[config.mk]
export PLATFORM = sky130hd
export DESIGN_NAME = sto_regs
export DESIGN_NICKNAME = d
export VERILOG_FILES = /design/src/logic/sto_regs.v
export VERILOG_INCLUDE_DIRS = /design/src /design/src/logic
export SDC_FILE = /design/constraint.sdc
export NUM_CORES = 1
export LEC_CHECK = 0
export ABC_AREA = 1
export BUFFER_PORTS_ARGS = -buffer_cell sky130_fd_sc_hd__buf_2
export CORE_ASPECT_RATIO = 0.75
export CORE_UTILIZATION = 30
export CTS_CLUSTER_DIAMETER = 30
export CTS_CLUSTER_SIZE = 20
export DETAILED_ROUTE_END_ITERATION = 16
export SYNTH_ARGS = -nofsm -noshare
export SYNTH_HDL_FRONTEND = slang
export SYNTH_SLANG_ARGS = --single-unit
[constraint.sdc]
create_clock -name MCLK -period 2 [get_ports MCLK]
set_input_delay 0.4 -clock MCLK [delete_from_list [all_inputs] [get_ports MCLK]]
set_output_delay 0.4 -clock MCLK [all_outputs]
set_load 0.02 [all_outputs]
[src/logic/sto_defs.vh]
`ifndef STO_DEFS_VH
`define STO_DEFS_VH

// Register offsets
`define STO_ADDR_CAL_CTRL 7'h55
`define STO_ADDR_CUR_TRIM 7'h5A
`define STO_ADDR_CAL_OVR 7'h5B
`define STO_ADDR_SYN_TEST 7'h5C
`define STO_ADDR_BLK_ONE 7'h5D
`define STO_ADDR_BLK_TWO 7'h5E
`define STO_ADDR_BLK_THREE 7'h5F
`define STO_ADDR_COEF_ADDR 7'h60
`define STO_ADDR_COEF_VAL 7'h61

// Reset values
`define STO_RST_CUR_TRIM 8'h00
`define STO_RST_CAL_OVR 8'h00
`define STO_RST_SYN_TEST 8'h0E
`define STO_RST_BLK 8'h00
`define STO_RST_COEF_ADDR 4'h0
`define STO_RST_COEF_VAL 6'h00
`define STO_READ_ZERO 8'h00

// Field positions
`define STO_CAL_FORCE_BIT 1
`define STO_CORR_OVR_BIT 6
`define STO_CORR_MSB 5
`define STO_CORR_LSB 2
`define STO_TRIM_MSB 1
`define STO_TRIM_LSB 0
`define STO_CAL_OVR_BIT 7
`define STO_CAL_MSB 6
`define STO_CAL_LSB 0
`define STO_DITHER_BIT 7
`define STO_VCO_TYPE_BIT 6
`define STO_OPEN_LOOP_BIT 5
`define STO_MODULUS_BIT 4
`define STO_ORDER_MSB 3
`define STO_ORDER_LSB 2
`define STO_DS_RST_MODE_BIT 1
`define STO_DS_RST_BIT 0
`define STO_LOCK_DET_BIT 6
`define STO_BLK_ONE_RSVD_BIT 4
`define STO_TRIM_RSVD_BIT 7
`define STO_COEF_ADDR_MSB 3
`define STO_COEF_ADDR_LSB 0

// Delta-sigma order codes
`define STO_ORDER_ZERO 2'h0
`define STO_ORDER_FIRST 2'h1
`define STO_ORDER_SECOND 2'h2
`define STO_ORDER_MASH 2'h3

`endif

[src/logic/sto_regs.v]
`timescale 1ns/1ps
`include "sto_defs.vh"

// How it works
// - With override clear, calibration field reads the internal VCO calibration result.
// - With override set, written calibration value replaces internal result to synthesizer.
// - Bit 7 of calibration register reads 1 once calibration has completed.
// - Delta-sigma dithering is on only while the dither enable bit is high.
// - Read-only VCO type bit: 0 constant gain, 1 single varactor.
// - Order field selects zero, first, second order or MASH 1-1-1.
// - Lock detect enable bit drives the lock detector directly, no override needed.
// - Block-enable override bits force analog blocks on; all three reset zero.
// - Four-bit coefficient address selects the filter look-up table entry.
// - Coefficient value register reads and writes the addressed table entry.
// - With current correction override set, written field replaces internal correction.
// - Host force bit starts one calibration in idle with PLL on; self-clears.
module sto_regs #(
    parameter LUT_DEPTH = 16,
    parameter COEF_W = 6
) (
    input wire MCLK,
    input wire RSTN,
    input wire [6:0] ADDR,
    input wire WR_EN,
    input wire [7:0] WDATA,
    input wire RD_EN,
    output reg [7:0] RDATA,
    input wire [6:0] CAL_RESULT,
    input wire CAL_DONE,
    input wire [3:0] CORR_INTERNAL,
    input wire VCO_TYPE,
    input wire IDLE_MODE,
    input wire PLL_ON,
    output reg CAL_START,
    output reg [6:0] CAL_VALUE,
    output reg [3:0] CORR_VALUE,
    output reg [1:0] VCO_CUR_TRIM,
    output reg DITHER_EN,
    output reg OPEN_LOOP,
    output reg DS_MODULUS,
    output reg DS_ORDER_ZERO,
    output reg DS_ORDER_FIRST,
    output reg DS_ORDER_SECOND,
    output reg DS_ORDER_MASH,
    output reg DS_RST_MODE,
    output reg DS_RST,
    output reg LOCK_DET_EN,
    output reg [7:0] BLK_FORCE_ONE,
    output reg [7:0] BLK_FORCE_TWO,
    output reg [7:0] BLK_FORCE_THREE,
    output reg [3:0] COEF_SEL,
    output reg [COEF_W-1:0] COEF_DATA
);

    // Register storage
    reg [7:0] cur_trim;
    reg [7:0] cal_ovr;
    reg [7:0] syn_test;
    reg [7:0] blk_one;
    reg [7:0] blk_two;
    reg [7:0] blk_three;
    reg [3:0] coef_addr;
    reg [COEF_W-1:0] coef_lut [0:LUT_DEPTH-1];
    reg cal_force;
    reg cal_done_d;
    reg [7:0] next_rdata;
    // Table write strobe and the done edge
    wire wr_coef = WR_EN && (ADDR == `STO_ADDR_COEF_VAL);
    wire done_rise = CAL_DONE && !cal_done_d;
    // Force honoured only in idle with the PLL running
    wire force_set = WR_EN && (ADDR == `STO_ADDR_CAL_CTRL)
        && WDATA[`STO_CAL_FORCE_BIT] && IDLE_MODE && PLL_ON && !cal_force;
    wire [6:0] cal_view = cal_ovr[`STO_CAL_OVR_BIT] ?
        cal_ovr[`STO_CAL_MSB:`STO_CAL_LSB] : CAL_RESULT;
    // Order field, decoded one-hot below
    wire [1:0] ds_order = syn_test[`STO_ORDER_MSB:`STO_ORDER_LSB];
    // Loop index for the table reset
    integer i;

    ////////////////////////////////////////////////////////////////////////
    // Writable registers
    always @(posedge MCLK or negedge RSTN) begin
        if (!RSTN) begin
            cur_trim <= `STO_RST_CUR_TRIM;
            cal_ovr <= `STO_RST_CAL_OVR;
            syn_test <= `STO_RST_SYN_TEST;
            blk_one <= `STO_RST_BLK;
            blk_two <= `STO_RST_BLK;
            blk_three <= `STO_RST_BLK;
            coef_addr <= `STO_RST_COEF_ADDR;
        end else if (WR_EN) begin
            // Unmapped addresses fall to the default and change nothing
            case (ADDR)
                `STO_ADDR_CUR_TRIM: cur_trim <= WDATA;
                `STO_ADDR_CAL_OVR: cal_ovr <= WDATA;
                `STO_ADDR_SYN_TEST: syn_test <= WDATA;
                `STO_ADDR_BLK_ONE: blk_one <= WDATA;
                `STO_ADDR_BLK_TWO: blk_two <= WDATA;
                `STO_ADDR_BLK_THREE: blk_three <= WDATA;
                `STO_ADDR_COEF_ADDR: coef_addr <= WDATA[`STO_COEF_ADDR_MSB:`STO_COEF_ADDR_LSB];
                default: coef_addr <= coef_addr;
            endcase
        end
    end

    ////////////////////////////////////////////////////////////////////////
    // Filter coefficient table, written through the value window
    always @(posedge MCLK or negedge RSTN) begin
        if (!RSTN) begin
            for (i = 0; i < LUT_DEPTH; i = i + 1) begin
                coef_lut[i] <= `STO_RST_COEF_VAL;
            end
        end else if (wr_coef) begin
            coef_lut[coef_addr] <= WDATA[COEF_W-1:0];
        end
    end

    ////////////////////////////////////////////////////////////////////////
    // Calibration force: one start pulse, bit held until done rises.
    // A fresh request in the clearing cycle is refused by !cal_force and dropped with no flag to show it.
    always @(posedge MCLK or negedge RSTN) begin
        if (!RSTN) begin
            cal_force <= 1'b0;
            cal_done_d <= 1'b0;
            CAL_START <= 1'b0;
        end else begin
            cal_done_d <= CAL_DONE;
            CAL_START <= force_set;
            if (force_set) begin
                cal_force <= 1'b1;
            end else if (done_rise) begin
                cal_force <= 1'b0;
            end
        end
    end

    ////////////////////////////////////////////////////////////////////////
    // Read mux; reserved bits read zero
    always @* begin
        next_rdata = `STO_READ_ZERO;
        case (ADDR)
            `STO_ADDR_CAL_CTRL: next_rdata[`STO_CAL_FORCE_BIT] = cal_force;
            `STO_ADDR_CUR_TRIM: begin
                next_rdata = cur_trim;
                next_rdata[`STO_TRIM_RSVD_BIT] = 1'b0;
            end
            `STO_ADDR_CAL_OVR: next_rdata = {CAL_DONE, cal_view};
            `STO_ADDR_SYN_TEST: begin
                next_rdata = syn_test;
                next_rdata[`STO_VCO_TYPE_BIT] = VCO_TYPE;
            end
            `STO_ADDR_BLK_ONE: begin
                next_rdata = blk_one;
                next_rdata[`STO_BLK_ONE_RSVD_BIT] = 1'b0;
            end
            `STO_ADDR_BLK_TWO: next_rdata = blk_two;
            `STO_ADDR_BLK_THREE: next_rdata = blk_three;
            `STO_ADDR_COEF_ADDR: begin
                next_rdata[`STO_COEF_ADDR_MSB:`STO_COEF_ADDR_LSB] = coef_addr;
            end
            `STO_ADDR_COEF_VAL: next_rdata[COEF_W-1:0] = coef_lut[coef_addr];
            default: next_rdata = `STO_READ_ZERO;
        endcase
    end

    // Read data held until the next read
    always @(posedge MCLK or negedge RSTN) begin
        if (!RSTN) begin
            RDATA <= `STO_READ_ZERO;
        end else if (RD_EN) begin
            RDATA <= next_rdata;
        end
    end

    ////////////////////////////////////////////////////////////////////////
    // Controls to the analog side, registered for clean levels
    always @(posedge MCLK or negedge RSTN) begin
        if (!RSTN) begin
            // Quiet levels while in reset
            CAL_VALUE <= 7'h00;
            CORR_VALUE <= 4'h0;
            VCO_CUR_TRIM <= 2'h0;
            DITHER_EN <= 1'b0;
            OPEN_LOOP <= 1'b0;
            DS_MODULUS <= 1'b0;
            DS_ORDER_ZERO <= 1'b0;
            DS_ORDER_FIRST <= 1'b0;
            DS_ORDER_SECOND <= 1'b0;
            DS_ORDER_MASH <= 1'b0;
            DS_RST_MODE <= 1'b0;
            DS_RST <= 1'b0;
            LOCK_DET_EN <= 1'b0;
            BLK_FORCE_ONE <= `STO_RST_BLK;
            BLK_FORCE_TWO <= `STO_RST_BLK;
            BLK_FORCE_THREE <= `STO_RST_BLK;
            COEF_SEL <= `STO_RST_COEF_ADDR;
            COEF_DATA <= `STO_RST_COEF_VAL;
        end else begin
            // Override selects the host value over the internal result
            CAL_VALUE <= cal_view;
            CORR_VALUE <= cur_trim[`STO_CORR_OVR_BIT] ?
                cur_trim[`STO_CORR_MSB:`STO_CORR_LSB] : CORR_INTERNAL;
            VCO_CUR_TRIM <= cur_trim[`STO_TRIM_MSB:`STO_TRIM_LSB];
            DITHER_EN <= syn_test[`STO_DITHER_BIT];
            OPEN_LOOP <= syn_test[`STO_OPEN_LOOP_BIT];
            DS_MODULUS <= syn_test[`STO_MODULUS_BIT];
            // One-hot order select decoded from the two-bit field
            DS_ORDER_ZERO <= ds_order == `STO_ORDER_ZERO;
            DS_ORDER_FIRST <= ds_order == `STO_ORDER_FIRST;
            DS_ORDER_SECOND <= ds_order == `STO_ORDER_SECOND;
            DS_ORDER_MASH <= ds_order == `STO_ORDER_MASH;
            DS_RST_MODE <= syn_test[`STO_DS_RST_MODE_BIT];
            DS_RST <= syn_test[`STO_DS_RST_BIT];
            LOCK_DET_EN <= blk_two[`STO_LOCK_DET_BIT];
            // Reserved bit kept out of the forces
            BLK_FORCE_ONE <= blk_one & ~(8'h01 << `STO_BLK_ONE_RSVD_BIT);
            BLK_FORCE_TWO <= blk_two;
            BLK_FORCE_THREE <= blk_three;
            COEF_SEL <= coef_addr;
            COEF_DATA <= coef_lut[coef_addr];
        end
    end

endmodule

==> results.tsv <==
stage	metric	value	unit
status	status	completed	
synth	dominant cell type by area after synthesis	dfrtp_1	
clock_network	TritonCTS buffer count	35	
sta	TNS Setup	0	ps
min_path	Hold Crit Start	CAL_DONE	
power	switching share of total power	25.73	%
global_routing	met1 Usage GRT	27.18	%
sta	Final Cycle Share	97.79	%
floorplanning	Initial Utilization	30.51	%
clock_network	CTS H-tree lvls	2	
drt	vias per cell	4.698	
min_path	worst min-delay path category	input port to flop	
global_routing	global route hottest layer	met1	
critical_path	R2R depth	9	
synth	Syn Area/Cell	8.443	um2
floorplanning	row count	54	
drt	via count	7470	
job	Max-Cap Viols	0	
power	combinational power share	8.2	%
floorplanning	DIE AREA	30250	um2
power	Psw	3072	uW
critical_path	worst-path cell chain	inv_1 -> buf_4 -> o21ai_0 -> nand3_1 -> nand4_1 -> nor2_1 -> nand2_1 -> nand2_1 -> nand2_1	
min_path	Worst Hold End	cal_done_d	
critical_path	worst reg-to-reg setup slack	40	ps
power	Pleak	0.005731	uW
drt	total wire length	25440	um
synth	Syn Inst Count	1050	
min_path	Worst Hold Path Cells	1	
clock_network	worst-case clock buffer depth	3	
critical_path	Levels on crit path	9	
critical_path	cell mode on critical path	nand2_1	
global_routing	largest net degree at the start of global routing	72	
power	Pint	8866	uW
sta	clk_skew	28.43	ps
synth	Distinct cells, synth	24	
drt	DR WL/cell	16.00	um
placement	gp weighted congestion	0.9000	
global_routing	first-pass GRT wire length	40730	um
layout	Nets	1205	
power	maximum VDD drop	0.0004979	V
clock_network	CTS tree	done	
global_routing	met2 usage	22.81	%
global_routing	vias in the first global route	7059	
clock_network	Setup Buffers After CTS	0	
critical_path	Crit Path Max Fanout	9	
critical_path	Reg-to-Reg End	RDATA[4]	
global_routing	gr ovfl total	0	
drt	DRC errors left	0	
critical_path	worst r2r src	cal_ovr[7]	
floorplanning	core region area	29050	um2
critical_path	WP data required	2420	ps
critical_path	crit path launch type	flop	
sta	Final Hold Viols	0	
critical_path	Worst setup EP type	flop	
layout	Ant. Diodes	0	
sta	minimum clock period	1956	ps
layout	Core Util, Final	38.74	%
clock_network	Clock Sink Count	211	
synth	YS warnings	0	
critical_path	crit path max-delay cell type	o21ai_0	
synth	number of synthesized register bits	211	
drt	antenna-violating nets left	0	
sta	Peak Freq	511.3	MHz
critical_path	delay-heaviest family, CP	simple AND/OR/NAND/NOR gates	
synth	register area share after synthesis	59.60	%
synth	Synth area leaders	dfrtp_1 59%, nand2_1 21%, o21ai_1 5.9%, o21ai_0 3.3%, nand3_1 1.9%	
power	part of the power in the clock network	52.9	%
critical_path	Worst Path Arrival	2380	ps
sta	Final Setup Violations	0	
clock_network	clock slew at reported path FFs	60	ps
sta	Final Max Tran Viols	0	
placement	Port Buf Inserts	98	
floorplanning	top-level port count	100	
floorplanning	Die H	150.9	um
global_routing	met3 GRT Util	4.927	%
clock_network	CTS root buf	clkbuf_16	
synth	Post-Syn Nets	1084	
drt	first drt pass iteration count	6	
synth	post-synthesis cell area	8865	um2
floorplanning	chip width	200.5	um
drt	Starting DRT DRC Count	650	
sta	Worst slew margin	59.77	%
placement	DP Wirelength	17310	um
power	Power Density	1061	nW/um2
critical_path	path type of the worst setup path	flop to flop	
critical_path	buffer and inverter count on the worst path	2	
sta	Worst Max-Slew Pin Slew	597.1	ps
global_routing	total global-route track usage	17.33	%
layout	area delta synth->final	26.96	%
critical_path	max incr delay on CP	440	ps
global_routing	initial antenna violation count	0	
layout	share of post-route cells with drive strength above 1	18.53	%
synth	Yosys top cell area share	58.72	%
sta	unrepaired setup endpoints after global routing	false	
power	sequential share of power	38.9	%
clock_network	worst skew pair latency	510	ps
worst register-to-register path: cells and delay by family (launching register included):
kind / cells / cell delay (ps)
and+or+nand+nor: 6 / 760
buffers and inverters: 2 / 320
DFF: 1 / 340
AOI/OAI and AO/OA: 1 / 440
per-stage QoR:
stage,setup slack [ps],total power [uW],instances,hold WS [ps],area (um2)
after global routing,8.167,12400,1590,17.94,11250
after floorplan,393.9,5165,1050,104.4,8865
after global placement,129.8,5686,1525,263.6,9997
after CTS,112.6,12060,1590,11.50,11250
after detailed placement,99.91,5692,1525,262.7,9997
final,44.21,11940,1590,27.78,11250
Yosys cell counts:
| master | number |
|---|---|
| and3_4 | 1 |
| buf_1 | 2 |
| buf_2 | 24 |
| buf_4 | 2 |
| clkbuf_1 | 30 |
| clkinv_1 | 2 |
| conb_1 | 1 |
| dfrtp_1 | 208 |
| dfstp_2 | 3 |
| inv_1 | 32 |
| inv_2 | 3 |
| nand2_1 | 488 |
| nand2_4 | 1 |
| nand2b_1 | 1 |
| nand3_1 | 33 |
| nand4_1 | 20 |
| nor2_1 | 22 |
| nor2_2 | 6 |
| nor3_4 | 4 |
| nor4_1 | 1 |
| o211ai_1 | 1 |
| o21a_1 | 3 |
| o21ai_0 | 58 |
| o21ai_1 | 104 |
per-layer routing:
| layer | routed length (um) | share of wire [%] | vias up |
|---|---|---|---|
| li1 | - | - | 3612 |
| met1 | 13100 | 52 | 3565 |
| met2 | 9931 | 39 | 262 |
| met3 | 2054 | 8.1 | 31 |
| met4 | 344 | 1.4 | 0 |
| met5 | 0 | 0 | - |
layout make-up:
class	count	area [um2]
clock buffer	39	932.1
clock inverter	25	315.3
fill	2954	17800
inverter	37	138.9
multi-input combinational	744	3187
sequential	211	5284
tap	392	490.5
timing repair buffer	142	907.1
cell usage in the layout, fill, tap and decap left out, types with 20 or more instances in the layout:
cell / n
inv_1: 32
buf_4: 37
o21ai_1: 105
o21ai_0: 57
nand4_1: 20
nor2_1: 22
nand2_1: 488
dfrtp_1: 208
nand3_1: 33
buf_2: 97
clkbuf_16: 36
how the worst max path moves through the flow:
stage / startpoint / endpoint
after detailed placement: ADDR[1] / coef_lut[85]
after CTS: cal_ovr[7] / RDATA[4]
final: cal_ovr[7] / RDATA[4]
after global placement: ADDR[1] / coef_lut[85]
after floorplan: ADDR[5] / coef_lut[49]
after global routing: cal_ovr[7] / RDATA[4]
sequential cells by signal (all words and copies together), names as in the netlist, 2 cells and up:
name,cells
BLK_FORCE_ONE,7
blk_one,7
RDATA,8
COEF_DATA,6
cal_ovr,8
CAL_VALUE,7
blk_two,8
coef_addr,4
BLK_FORCE_THREE,8
CORR_VALUE,4
coef_lut,96
COEF_SEL,4
blk_three,8
BLK_FORCE_TWO,8
VCO_CUR_TRIM,2
cur_trim,7
syn_test,7
power by group through the flow:
stage | Clock [uW] | Sequential (uW) | Combinational [uW]
2_1_floorplan | 0 | 4830 | 336
3_3_place_gp | 0 | 4710 | 976
3_5_place_dp | 0 | 4710 | 980
4_1_cts | 6430 | 4640 | 986
5_1_grt | 6670 | 4660 | 1080
6_report | 6320 | 4640 | 979
repair_timing:
| action | 4_1_cts | 5_1_grt |
|---|---|---|
| gates resized for setup | 0 | 1 |
| hold buffers | 1 | 0 |
| hold endpoints to repair | 12 | 0 |
| setup endpoints to repair | 0 | 1 |
cell families after synthesis:
logic type / after synthesis / synth area share (%)
and+or+nand+nor: 577 / 26.42
buffers and inverters: 95 / 4.446
AOI/OAI and AO/OA: 166 / 9.485
DFF: 211 / 59.60
other: 1 / 0.04230
(Power assumes the default switching activity.)
